<file path="config.mk">
export PLATFORM = sky130hd
export DESIGN_NAME = charger_status_flag_bank
export DESIGN_NICKNAME = d
export VERILOG_FILES = /design/src/status_bank_pkg.sv /design/src/charger_status_flag_bank.sv
export VERILOG_INCLUDE_DIRS = /design/src
export SDC_FILE = /design/constraint.sdc
export NUM_CORES = 1
export LEC_CHECK = 0
export BUFFER_PORTS_ARGS = -buffer_cell sky130_fd_sc_hd__buf_2
export CORE_MARGIN = 2
export CORE_UTILIZATION = 50
export CTS_CLUSTER_SIZE = 40
export DETAILED_ROUTE_END_ITERATION = 8
export PLACE_DENSITY = 0.72
export SYNTH_ARGS = -nofsm -noshare
export SYNTH_HDL_FRONTEND = slang
export SYNTH_SLANG_ARGS = --single-unit
</file>
<file path="constraint.sdc">
create_clock -name i_clk -period 1.58 [get_ports i_clk]
set_input_delay 0.316 -clock i_clk [delete_from_list [all_inputs] [get_ports i_clk]]
set_output_delay 0.316 -clock i_clk [all_outputs]
set_load 0.02 [all_outputs]
</file>
<file path="src/status_bank_defs.svh">
// Offsets, field positions and reset values of the charger status and flag bank.
// Assumes inclusion by bare name from the design file.
`ifndef STATUS_BANK_DEFS_SVH
`define STATUS_BANK_DEFS_SVH

`define ADDR_INPUT_PRESENCE     8'h15
`define ADDR_ADC_THERMAL_WD     8'h16
`define ADDR_REG_CONV           8'h17
`define ADDR_PROT_FLAGS         8'h18
`define ADDR_PROT_MASK          8'h1d
`define REG_RESET_VAL           8'h00
`define UNMAPPED_READ_VAL       8'h00
`define SYNC_RESET_VAL          3'h0
`define TS_ALARM_MARGIN_PCT     5
`define TS_ALARM_PCT_FULL       100
`define REG_CONV_RSVD_MASK      8'hd0

`endif

</file>
<file path="src/status_bank_pkg.sv">
// Types for the charger status and flag bank.
// Assumes the constants header sits in the same folder.
package status_bank_pkg;
  // Register read request from the serial interface
  typedef struct packed {
    logic       rd;
    logic [7:0] addr;
  } reg_rd_s;

  // Live status inputs from the analog front end
  typedef struct packed {
    logic       in1_ovp;
    logic       in2_ovp;
    logic       out_present;
    logic       in1_present;
    logic       in2_present;
    logic       bus_present;
    logic       in1_fet;
    logic       in2_fet;
    logic       adc_done;
    logic       adc_continuous;
    logic       ss_timeout;
    logic       conn_flt;
    logic       bat_flt;
    logic       die_flt;
    logic       die_alm;
    logic       wd_expired;
    logic       regn_good;
    logic       conv_run;
    logic       bus_errhi;
  } live_status_s;

  // Thermal sensor readings and fault thresholds
  typedef struct packed {
    logic [15:0] conn_reading;
    logic [15:0] conn_thresh;
    logic [15:0] bat_reading;
    logic [15:0] bat_thresh;
  } thermal_s;
endpackage

</file>
<file path="src/charger_status_flag_bank.sv">
// Read-only status and flag register bank of a switched-capacitor charger.
// Assumes status and protection inputs are asynchronous; reads come on i_clk.
//
// Overview of operation
// - Input overvoltage in status bits seven, six
// - Output, inputs, bus presence in bits 5-2
// - Input FET pair fitted in bits 1, 0
// - ADC done reads one; zero when continuous
// - Soft-start timeout state in bit six
// - Thermal reading within 5% sets alarm
// - Connector and battery temperature faults shown
// - Die fault and die alarm shown
// - Watchdog expiry shown in bit zero
// - Regulator good and converter running shown
// - Bus error-high shown; reserved bits zero
// - Protection flags set on status change
// - Bank read-only except the interrupt mask, zero after reset
// - Unmasked flags drive the interrupt output
`timescale 1ns/1ns
`include "status_bank_defs.svh"

module charger_status_flag_bank
  import status_bank_pkg::*;
(
  input  wire logic         i_clk,
  input  wire logic         i_reset_n,
  input  wire reg_rd_s      i_rd,
  input  wire logic [7:0]   i_wr_data,
  input  wire logic         i_wr,
  input  wire live_status_s i_status,
  input  wire thermal_s     i_thermal,
  input  wire logic [7:0]   i_prot_status,
  output logic [7:0]        o_rd_data,
  output logic              o_rd_valid,
  output logic              o_int_n
);

  localparam int NSTAT = $bits(live_status_s);

  logic [NSTAT-1:0] st_s1_r, st_s2_r, st_s3_r, st_r;
  logic [7:0]       pr_s1_r, pr_s2_r, pr_s3_r, pr_r, pr_prev_r;
  logic [7:0]       flags_r, mask_r, stat3_r, stat4_r, stat5_r;
  logic             ts_alarm_r;
  logic [7:0]       stat3_nxt, stat4_nxt, stat5_nxt, flags_nxt, rd_nxt;
  live_status_s     s;

  function automatic logic near_thresh(input logic [15:0] rdg, input logic [15:0] thr);
    logic [23:0] lhs;
    logic [23:0] rhs;
    lhs = 24'(rdg) * 24'(`TS_ALARM_PCT_FULL);
    rhs = 24'(thr) * 24'(`TS_ALARM_PCT_FULL - `TS_ALARM_MARGIN_PCT);
    return lhs >= rhs;
  endfunction

  // Three-stage synchronisers; change counts when stages two and three agree
  genvar g;
  generate
    for (g = 0; g < NSTAT; g++) begin : g_st
      always_ff @(posedge i_clk or negedge i_reset_n) begin
        if (!i_reset_n) begin
          st_s1_r[g] <= 1'b0;
          st_s2_r[g] <= 1'b0;
          st_s3_r[g] <= 1'b0;
          st_r[g]    <= 1'b0;
        end else begin
          st_s1_r[g] <= i_status[g];
          st_s2_r[g] <= st_s1_r[g];
          st_s3_r[g] <= st_s2_r[g];
          if (st_s2_r[g] == st_s3_r[g]) begin
            st_r[g] <= st_s3_r[g];
          end
        end
      end
    end
    for (g = 0; g < 8; g++) begin : g_pr
      always_ff @(posedge i_clk or negedge i_reset_n) begin
        if (!i_reset_n) begin
          pr_s1_r[g] <= 1'b0;
          pr_s2_r[g] <= 1'b0;
          pr_s3_r[g] <= 1'b0;
          pr_r[g]    <= 1'b0;
        end else begin
          pr_s1_r[g] <= i_prot_status[g];
          pr_s2_r[g] <= pr_s1_r[g];
          pr_s3_r[g] <= pr_s2_r[g];
          if (pr_s2_r[g] == pr_s3_r[g]) begin
            pr_r[g] <= pr_s3_r[g];
          end
        end
      end
    end
  endgenerate

  // Thermal margin comparison, registered to shorten the path
  always_ff @(posedge i_clk or negedge i_reset_n) begin
    if (!i_reset_n) begin
      ts_alarm_r <= 1'b0;
    end else begin
      ts_alarm_r <= near_thresh(i_thermal.conn_reading, i_thermal.conn_thresh) |
                    near_thresh(i_thermal.bat_reading, i_thermal.bat_thresh);
    end
  end

  always_comb begin
    s         = live_status_s'(st_r);
    stat3_nxt = {s.in1_ovp, s.in2_ovp,
                 s.out_present, s.in1_present, s.in2_present, s.bus_present,
                 s.in1_fet, s.in2_fet};
    stat4_nxt = {s.adc_done & ~s.adc_continuous,
                 s.ss_timeout,
                 ts_alarm_r,
                 s.conn_flt, s.bat_flt,
                 s.die_flt, s.die_alm,
                 s.wd_expired};
    stat5_nxt = {s.regn_good, s.conv_run, 1'b0, s.bus_errhi, 4'h0} &
                `REG_CONV_RSVD_MASK;
  end

  // Live status registers
  always_ff @(posedge i_clk or negedge i_reset_n) begin
    if (!i_reset_n) begin
      stat3_r <= `REG_RESET_VAL;
      stat4_r <= `REG_RESET_VAL;
      stat5_r <= `REG_RESET_VAL;
    end else begin
      stat3_r <= stat3_nxt;
      stat4_r <= stat4_nxt;
      stat5_r <= stat5_nxt;
    end
  end

  // Change flags: set on any edge, cleared by a read; a new edge wins
  always_comb begin
    flags_nxt = flags_r;
    if (i_rd.rd && i_rd.addr == `ADDR_PROT_FLAGS) begin
      flags_nxt = `REG_RESET_VAL;
    end
    flags_nxt = flags_nxt | (pr_r ^ pr_prev_r);
  end

  always_ff @(posedge i_clk or negedge i_reset_n) begin
    if (!i_reset_n) begin
      pr_prev_r <= `REG_RESET_VAL;
      flags_r   <= `REG_RESET_VAL;
    end else begin
      pr_prev_r <= pr_r;
      flags_r   <= flags_nxt;
    end
  end

  // Interrupt mask, the only writable location
  always_ff @(posedge i_clk or negedge i_reset_n) begin
    if (!i_reset_n) begin
      mask_r <= `REG_RESET_VAL;
    end else if (i_wr && i_rd.addr == `ADDR_PROT_MASK) begin
      mask_r <= i_wr_data;
    end
  end

  always_ff @(posedge i_clk or negedge i_reset_n) begin
    if (!i_reset_n) begin
      o_int_n <= 1'b1;
    end else begin
      o_int_n <= ~|(flags_r & ~mask_r);
    end
  end

  // Read port; writes to status and flag offsets are ignored
  always_comb begin
    unique case (i_rd.addr)
      `ADDR_INPUT_PRESENCE: rd_nxt = stat3_r;
      `ADDR_ADC_THERMAL_WD: rd_nxt = stat4_r;
      `ADDR_REG_CONV:       rd_nxt = stat5_r;
      `ADDR_PROT_FLAGS:     rd_nxt = flags_r;
      `ADDR_PROT_MASK:      rd_nxt = mask_r;
      default:              rd_nxt = `UNMAPPED_READ_VAL;
    endcase
  end

  always_ff @(posedge i_clk or negedge i_reset_n) begin
    if (!i_reset_n) begin
      o_rd_data  <= `REG_RESET_VAL;
      o_rd_valid <= 1'b0;
    end else begin
      o_rd_valid <= i_rd.rd;
      if (i_rd.rd) begin
        o_rd_data <= rd_nxt;
      end
    end
  end

  // Checks
  rsvd_bits_zero_a: assert property (@(posedge i_clk) disable iff (!i_reset_n)
    (stat5_r & ~`REG_CONV_RSVD_MASK) == 8'h00) else $error("reserved status bits set");
  adc_cont_zero_a: assert property (@(posedge i_clk) disable iff (!i_reset_n)
    s.adc_continuous |=> !stat4_r[7]) else $error("adc done set in continuous mode");
  ovp_follow_a: assert property (@(posedge i_clk) disable iff (!i_reset_n)
    ##1 stat3_r[7:6] == $past({s.in1_ovp, s.in2_ovp})) else $error("overvoltage bits wrong");
  present_follow_a: assert property (@(posedge i_clk) disable iff (!i_reset_n)
    ##1 stat3_r[5:2] == $past({s.out_present, s.in1_present, s.in2_present, s.bus_present}))
    else $error("presence bits wrong");
  fet_follow_a: assert property (@(posedge i_clk) disable iff (!i_reset_n)
    ##1 stat3_r[1:0] == $past({s.in1_fet, s.in2_fet})) else $error("fet bits wrong");
  thermal_bits_a: assert property (@(posedge i_clk) disable iff (!i_reset_n)
    ##1 stat4_r[6:0] == $past({s.ss_timeout, ts_alarm_r, s.conn_flt, s.bat_flt,
                               s.die_flt, s.die_alm, s.wd_expired})) else $error("stat4 bits wrong");
  conv_bits_a: assert property (@(posedge i_clk) disable iff (!i_reset_n)
    ##1 stat5_r[7:6] == $past({s.regn_good, s.conv_run})) else $error("stat5 bits wrong");
  flag_set_a: assert property (@(posedge i_clk) disable iff (!i_reset_n)
    (pr_r != pr_prev_r) |=> ((flags_r & $past(pr_r ^ pr_prev_r)) == $past(pr_r ^ pr_prev_r)))
    else $error("flag not set on change");
  flag_hold_a: assert property (@(posedge i_clk) disable iff (!i_reset_n)
    !(i_rd.rd && i_rd.addr == `ADDR_PROT_FLAGS) |=> (flags_r & $past(flags_r)) == $past(flags_r))
    else $error("flag lost without read");
  int_mask_a: assert property (@(posedge i_clk) disable iff (!i_reset_n)
    |(flags_r & ~mask_r) |=> !o_int_n) else $error("interrupt not raised");
  ro_status_a: assert property (@(posedge i_clk) disable iff (!i_reset_n)
    (i_wr && i_rd.addr == `ADDR_PROT_FLAGS && pr_r == pr_prev_r && !i_rd.rd) |=> $stable(flags_r))
    else $error("flag register written");
  read_data_a: assert property (@(posedge i_clk) disable iff (!i_reset_n)
    (i_rd.rd && i_rd.addr == `ADDR_ADC_THERMAL_WD) |=> o_rd_valid && o_rd_data == $past(stat4_r))
    else $error("read data wrong");

  flag_read_c: cover property (@(posedge i_clk) disable iff (!i_reset_n)
    (flags_r != 8'h00) ##1 (i_rd.rd && i_rd.addr == `ADDR_PROT_FLAGS));
  set_during_clr_c: cover property (@(posedge i_clk) disable iff (!i_reset_n)
    i_rd.rd && i_rd.addr == `ADDR_PROT_FLAGS && (pr_r != pr_prev_r));
  int_fire_c: cover property (@(posedge i_clk) disable iff (!i_reset_n) $fell(o_int_n));
endmodule

</file>
After elaboration in Yosys (flattened, before gate mapping)
Index checks and enable logic that the tools add are counted.
{"block": "op_classes", "multipliers": 4, "magnitude_cmp": 2, "eq_ne": 32, "mux": 2, "bitwise": 7, "reduce_logical": 4}
{"operator": "23-bit greater-or-equal comparator", "n": 2}
{"operator": "16-bit by 7-bit multiplier with 23-bit output (second input constant)", "n": 2}
{"operator": "16-bit by 5-bit multiplier with 21-bit output (second input constant)", "n": 2}
{"operator": "8-bit by 5-bit equality test with 1-bit output (second input constant)", "n": 5}
{"operator": "8-bit case mux with 5 select lines", "n": 1}
{"operator": "1-bit equality test", "n": 27}
{"operator": "8-bit AND", "n": 1}
{"operator": "8-bit two-way mux", "n": 1}
{"operator": "8-bit NOT", "n": 1}
{"operator": "8-bit OR", "n": 1}
{"operator": "8-bit OR reduction", "n": 1}
{"operator": "8-bit XOR", "n": 1}
{"operator": "1-bit logical AND", "n": 2}
{"operator": "1-bit AND", "n": 1}
{"operator": "1-bit zero test", "n": 1}
{"operator": "1-bit NOT", "n": 1}
{"operator": "1-bit OR", "n": 1}
{"block": "word_totals", "ff_bits": 162, "output_inout_bits": 10, "word_cells": 169}

Depth between registers and ports, before layout
{"block": "logic_depth", "word_depth": 4, "ltp_mapped": 26, "ltp_nobuf": 26}

Worst setup path before layout
OpenSTA, ideal clock, no wires.
{"block": "synth_path", "path_kind": "input to register", "from": "input i_thermal[4] in the netlist's numbering", "to": "register ts_alarm_r", "arrival_ps": 5057, "t_required_ps": 1448, "path_slack_ps": -3610, "stages": 19, "path_cell_list": "fa_1 -> fa_1 -> fa_1 -> fa_1 -> ha_1 -> a21o_1 -> or3_1 -> o22ai_1 -> o21ai_1 -> o41a_1 -> a21oi_1 -> xor2_1 -> ha_1 -> a21o_1 -> a21o_1 -> a21oi_1 -> o211ai_1 -> nor2_1 -> o211ai_1"}
{"block": "synth_between", "elab_chain_cells": 3}
{"element": "from (decl)", "line_no": "charger_status_flag_bank.sv:31", "source": "input wire thermal_s i_thermal,"}
{"element": "16-bit by 7-bit multiplier with 23-bit output", "line_no": "charger_status_flag_bank.sv:51", "source": "rhs = 24'(thr) * 24'(`TS_ALARM_PCT_FULL - `TS_ALARM_MARGIN_PCT);"}
{"element": "23-bit greater-or-equal comparator", "line_no": "charger_status_flag_bank.sv:52", "source": "return lhs >= rhs;"}
{"element": "1-bit OR", "line_no": "charger_status_flag_bank.sv:99", "source": "ts_alarm_r <= near_thresh(i_thermal.conn_reading, i_thermal.conn_thresh) |"}
{"element": "to (signal assigned)", "line_no": "charger_status_flag_bank.sv:99"}
{"element": "to (decl)", "line_no": "charger_status_flag_bank.sv:43", "source": "logic ts_alarm_r;"}
No other way between the ends.
A chain may end at the register's enable or synchronous reset.

Final worst setup path
{"block": "layout_path", "from": "input i_thermal[5] in the netlist's numbering", "to": "register ts_alarm_r"}
The elaborated chain is that of the path after synthesis.

==> results.toml <==
[outcome]
status = "finished with violations"
failed_checks = "setup timing"

[final_layout]
antenna-diode-count = 0
nets = 2271
area_growth_pct = 29.2
drive_gt1_frac = 0.266

[floorplan]
die_area_um2 = 30100
ios = 121
die_x_um = 173
core_um2 = 28500
start_util = 0.504
rows = 62
fp.dieH_um = 173

[synth]
ys_top_cells_by_area = "dfrtp_1 28%, ha_1 22%, fa_1 18%"
synthCells = 1351
synth_top_area_share = 0.281
yosys_warnings = 0
synth-edff-count = 0
synth-seq-cells = 162
synth_fp_nets = 1843
synth_compound_area_frac = 0.114
synthAdderAreaFrac = 0.419
synth_xor_area_frac = 0.0409
muxShareOfSynthArea = 0.0107
ys_seq_area_frac = 0.282
synth_simple_gate_area_frac = 0.0646
synth_ff_type = "dfrtp_1"
avgSynthCellArea_um2 = 10.6
syn_area_um2 = 14400
synth_top_family_by_area = "adder cells"
netlist.top_cell.by_area = "dfrtp_1"
synthArstFlopShare = 1.00
synth.distinct_cells = 58

[timing]
max_clock_freq_ghz = 0.198
setup_viol = 1
hold_violations = 0
worst_pin_slew_ns = 0.467
max_slew_margin = 0.686
finalSetupTns_ns = -3.46
setup_ws_ns = -3.46
post-route-period-util = 3.19
drv_slew = 0
worst_clock_skew_ns = 0.00789
worst_hold_slack_ns = 0.0186
min_period_ns = 5.04
grt_setup_unrepaired = "true"

[drt]
route.detailed.drc = 0
antenna_left = 0
dr_total_vias = 10827
firstDrtPassIters = 5
finalWirelength_mm = 29.5
wl_per_cell_um = 13.6
first_iter_violations = 334
post_drt_via_cell_ratio = 4.98

[hold_path]
hp-class = "input port to flop"
min_to = "pr_s1_r[4]"
min_from = "i_prot_status[4]"
hold_depth = 1

[global_routing]
grt_max_degree = 41
antenna_found_initial = 3
gr-usage-all-layers = 0.207
grt_pass1_wl_mm = 51.6
grt_overflow = 0
grt_pass1_vias = 11688

[worst_setup_path]
crit_arrival_ns = 5.33
cp-start-kind = "input port"
crit_required_ns = 1.87
reg2reg_from = "stat5_r[4]"
r2r_slack_ns = 0.21
worstSetupEndpointType = "flop"
r2r-end = "o_rd_data[4]"
worstSetupPathType = "input port to flop"
r2r_cells = 5
cp_max_fo = 3

[pwr]
p_total_mw = 30.5
leakagePower_nw = 9.90
vdd_drop_max_mv = 1.02
powerDensity_nw_per_um2 = 1640

[clock_tree]
clk_latency_ns = 0.42
cts_buffers = 17
clkSinkCount = 162
h-tree-depth = 4
cts_tree = "yes"
clockBufferDepth = 2
clkTransAtPathRegs_ns = 0.07
clock-root-buffer = "clkbuf_16"

[placement]
place.gp.congestion = 0.820
port_buffers = 120
dp_hpwl_mm = 24.8

[flow_run]
drv_cap = 0
[synth_stat cells, types with 2 or more instances]
master and number:
o31ai_1 2, o21bai_1 9, o2111ai_1 2, a221o_1 2
dfrtp_1 161, a21o_1 52, nor3_1 10, nand2b_1 15
nor4_1 3, a41o_1 2, o41a_1 2, mux2i_1 3
mux2_2 11, o211ai_1 6, a211o_1 2, ha_1 251
a22oi_1 13, or2_2 3, clkbuf_1 9, nand2_1 55
o21ai_0 48, inv_1 255, o41ai_1 3, and4_1 5
xor2_1 26, maj3_1 27, nand3_1 7, a21oi_1 63
a31oi_1 3, and3_1 2, fa_1 130, a211oi_1 5
xnor2_1 41, nand3b_1 4, nor2_1 46, nand4_1 12
o21a_1 11, or3_1 5, o22ai_1 5, nor2b_1 14
o21ai_1 3, o221ai_1 2, a221oi_1 6
[critical path: stages]
cell and delay, ns:
buf_2 0.11, fa_1 0.48, fa_1 0.58, fa_1 0.45, fa_1 0.58, ha_4 0.22, a21o_1 0.16, or3_4 0.34
o22ai_4 0.19, o21ai_2 0.10, o41a_1 0.37, a21oi_2 0.18, xor2_1 0.16, ha_1 0.26, a21o_1 0.17, a21o_1 0.17
a21oi_1 0.18, o211ai_1 0.11, nor2_1 0.12, o211ai_1 0.09
[power by group]
part / switching [mW] / internal (mW)
logic: 10.3 / 11.4
clock network: 1.81 / 2.41
registers: 0.155 / 4.43
total: 12.3 / 18.2
[per-layer routing]
layer	up-vias	global-route usage	wire length, um
met4	6	0.0438	338
li1	5393	-	-
met2	153	0.384	15500
met5	-	0	38
met3	41	0.0289	916
met1	5234	0.255	12700
[kinds of logic after synthesis]
family / Yosys count
compound gates: 249
xor+xnor: 67
fa+ha+maj: 408
buf+inv: 264
flops: 162
mux: 14
simple gates: 187
[cells in the final DEF, fill, tap and decap left out, drive strengths merged, types with 6 or more instances in the layout]
master       Yosys  routed
buf              0     397
inv            255     264
ha             251     251
dfrtp          161     161
fa             130     130
a21oi           64      64
nand2           55      55
a21o            52      52
o21ai           52      52
nor2            46      46
xnor2           41      41
maj3            27      27
xor2            26      26
dlygate4sd3      0      21
clkbuf           9      17
nand2b          15      15
nor2b           14      14
a22oi           13      13
nand4           12      12
o21a            11      11
mux2            11      11
nor3            10      10
o21bai           9       9
nand3            7       7
a221oi           7       7
o211ai           6       6
[flip-flops by register name, summed over array words and instances (netlist names)]
| signal | flops |
|---|---|
| st_s1_r | 19 |
| pr_s1_r | 8 |
| ts_alarm_r | 1 |
| pr_s2_r | 8 |
| mask_r | 8 |
| flags_r | 8 |
| s | 19 |
| o_rd_data | 8 |
| o_int_n | 1 |
| stat3_r | 8 |
| pr_prev_r | 8 |
| stat5_r | 3 |
| pr_s3_r | 8 |
| st_s3_r | 19 |
| pr_r | 8 |
| st_s2_r | 19 |
| o_rd_valid | 1 |
| stat4_r | 8 |
[layout make-up]
class	instances	area, um2
fillers	2238	9910
multi-input cells	925	9500
flip-flops and latches	162	4060
repair buffers	418	2950
inverters	255	961
well taps	384	480
clock buffers	17	425
clock inverters	15	183
[how the worst max path moves through the flow]
stage | startpoint | endpoint | slack [ns] | cells after the start
after CTS | i_thermal[4] | ts_alarm_r | -3.52 | 20
after detailed placement | i_thermal[38] | ts_alarm_r | -4.02 | 21
final | i_thermal[5] | ts_alarm_r | -3.46 | 20
after global placement | i_thermal[36] | ts_alarm_r | -3.90 | 21
after global routing | i_thermal[36] | ts_alarm_r | -3.70 | 25
after floorplan | i_thermal[36] | ts_alarm_r | -3.53 | 20
[per-stage QoR]
step / area (um2) / utilization / std cells / setup slack, ns
2_1_floorplan: 14500 / - / 1351 / -3.53
3_3_place_gp: 17700 / 0.621 / 2123 / -3.90
3_5_place_dp: 17700 / 0.621 / 2123 / -4.02
4_1_cts: 18500 / 0.649 / 2173 / -3.52
5_1_grt: 18600 / 0.652 / 2176 / -3.70
6_report: 18600 / 0.652 / 2176 / -3.46
[repair_timing]
| item | CTS | global route |
|---|---|---|
| hold buffers | 18 | 3 |
| gates resized for setup | 5 | 11 |
| buffers inserted | 0 | 0 |
| hold endpoints to repair | 44 | 3 |
| endpoints found under the setup margin | 1 | 4 |
| pin swaps | 0 | 4 |
Note: power is estimated with default switching activity, not from simulation.
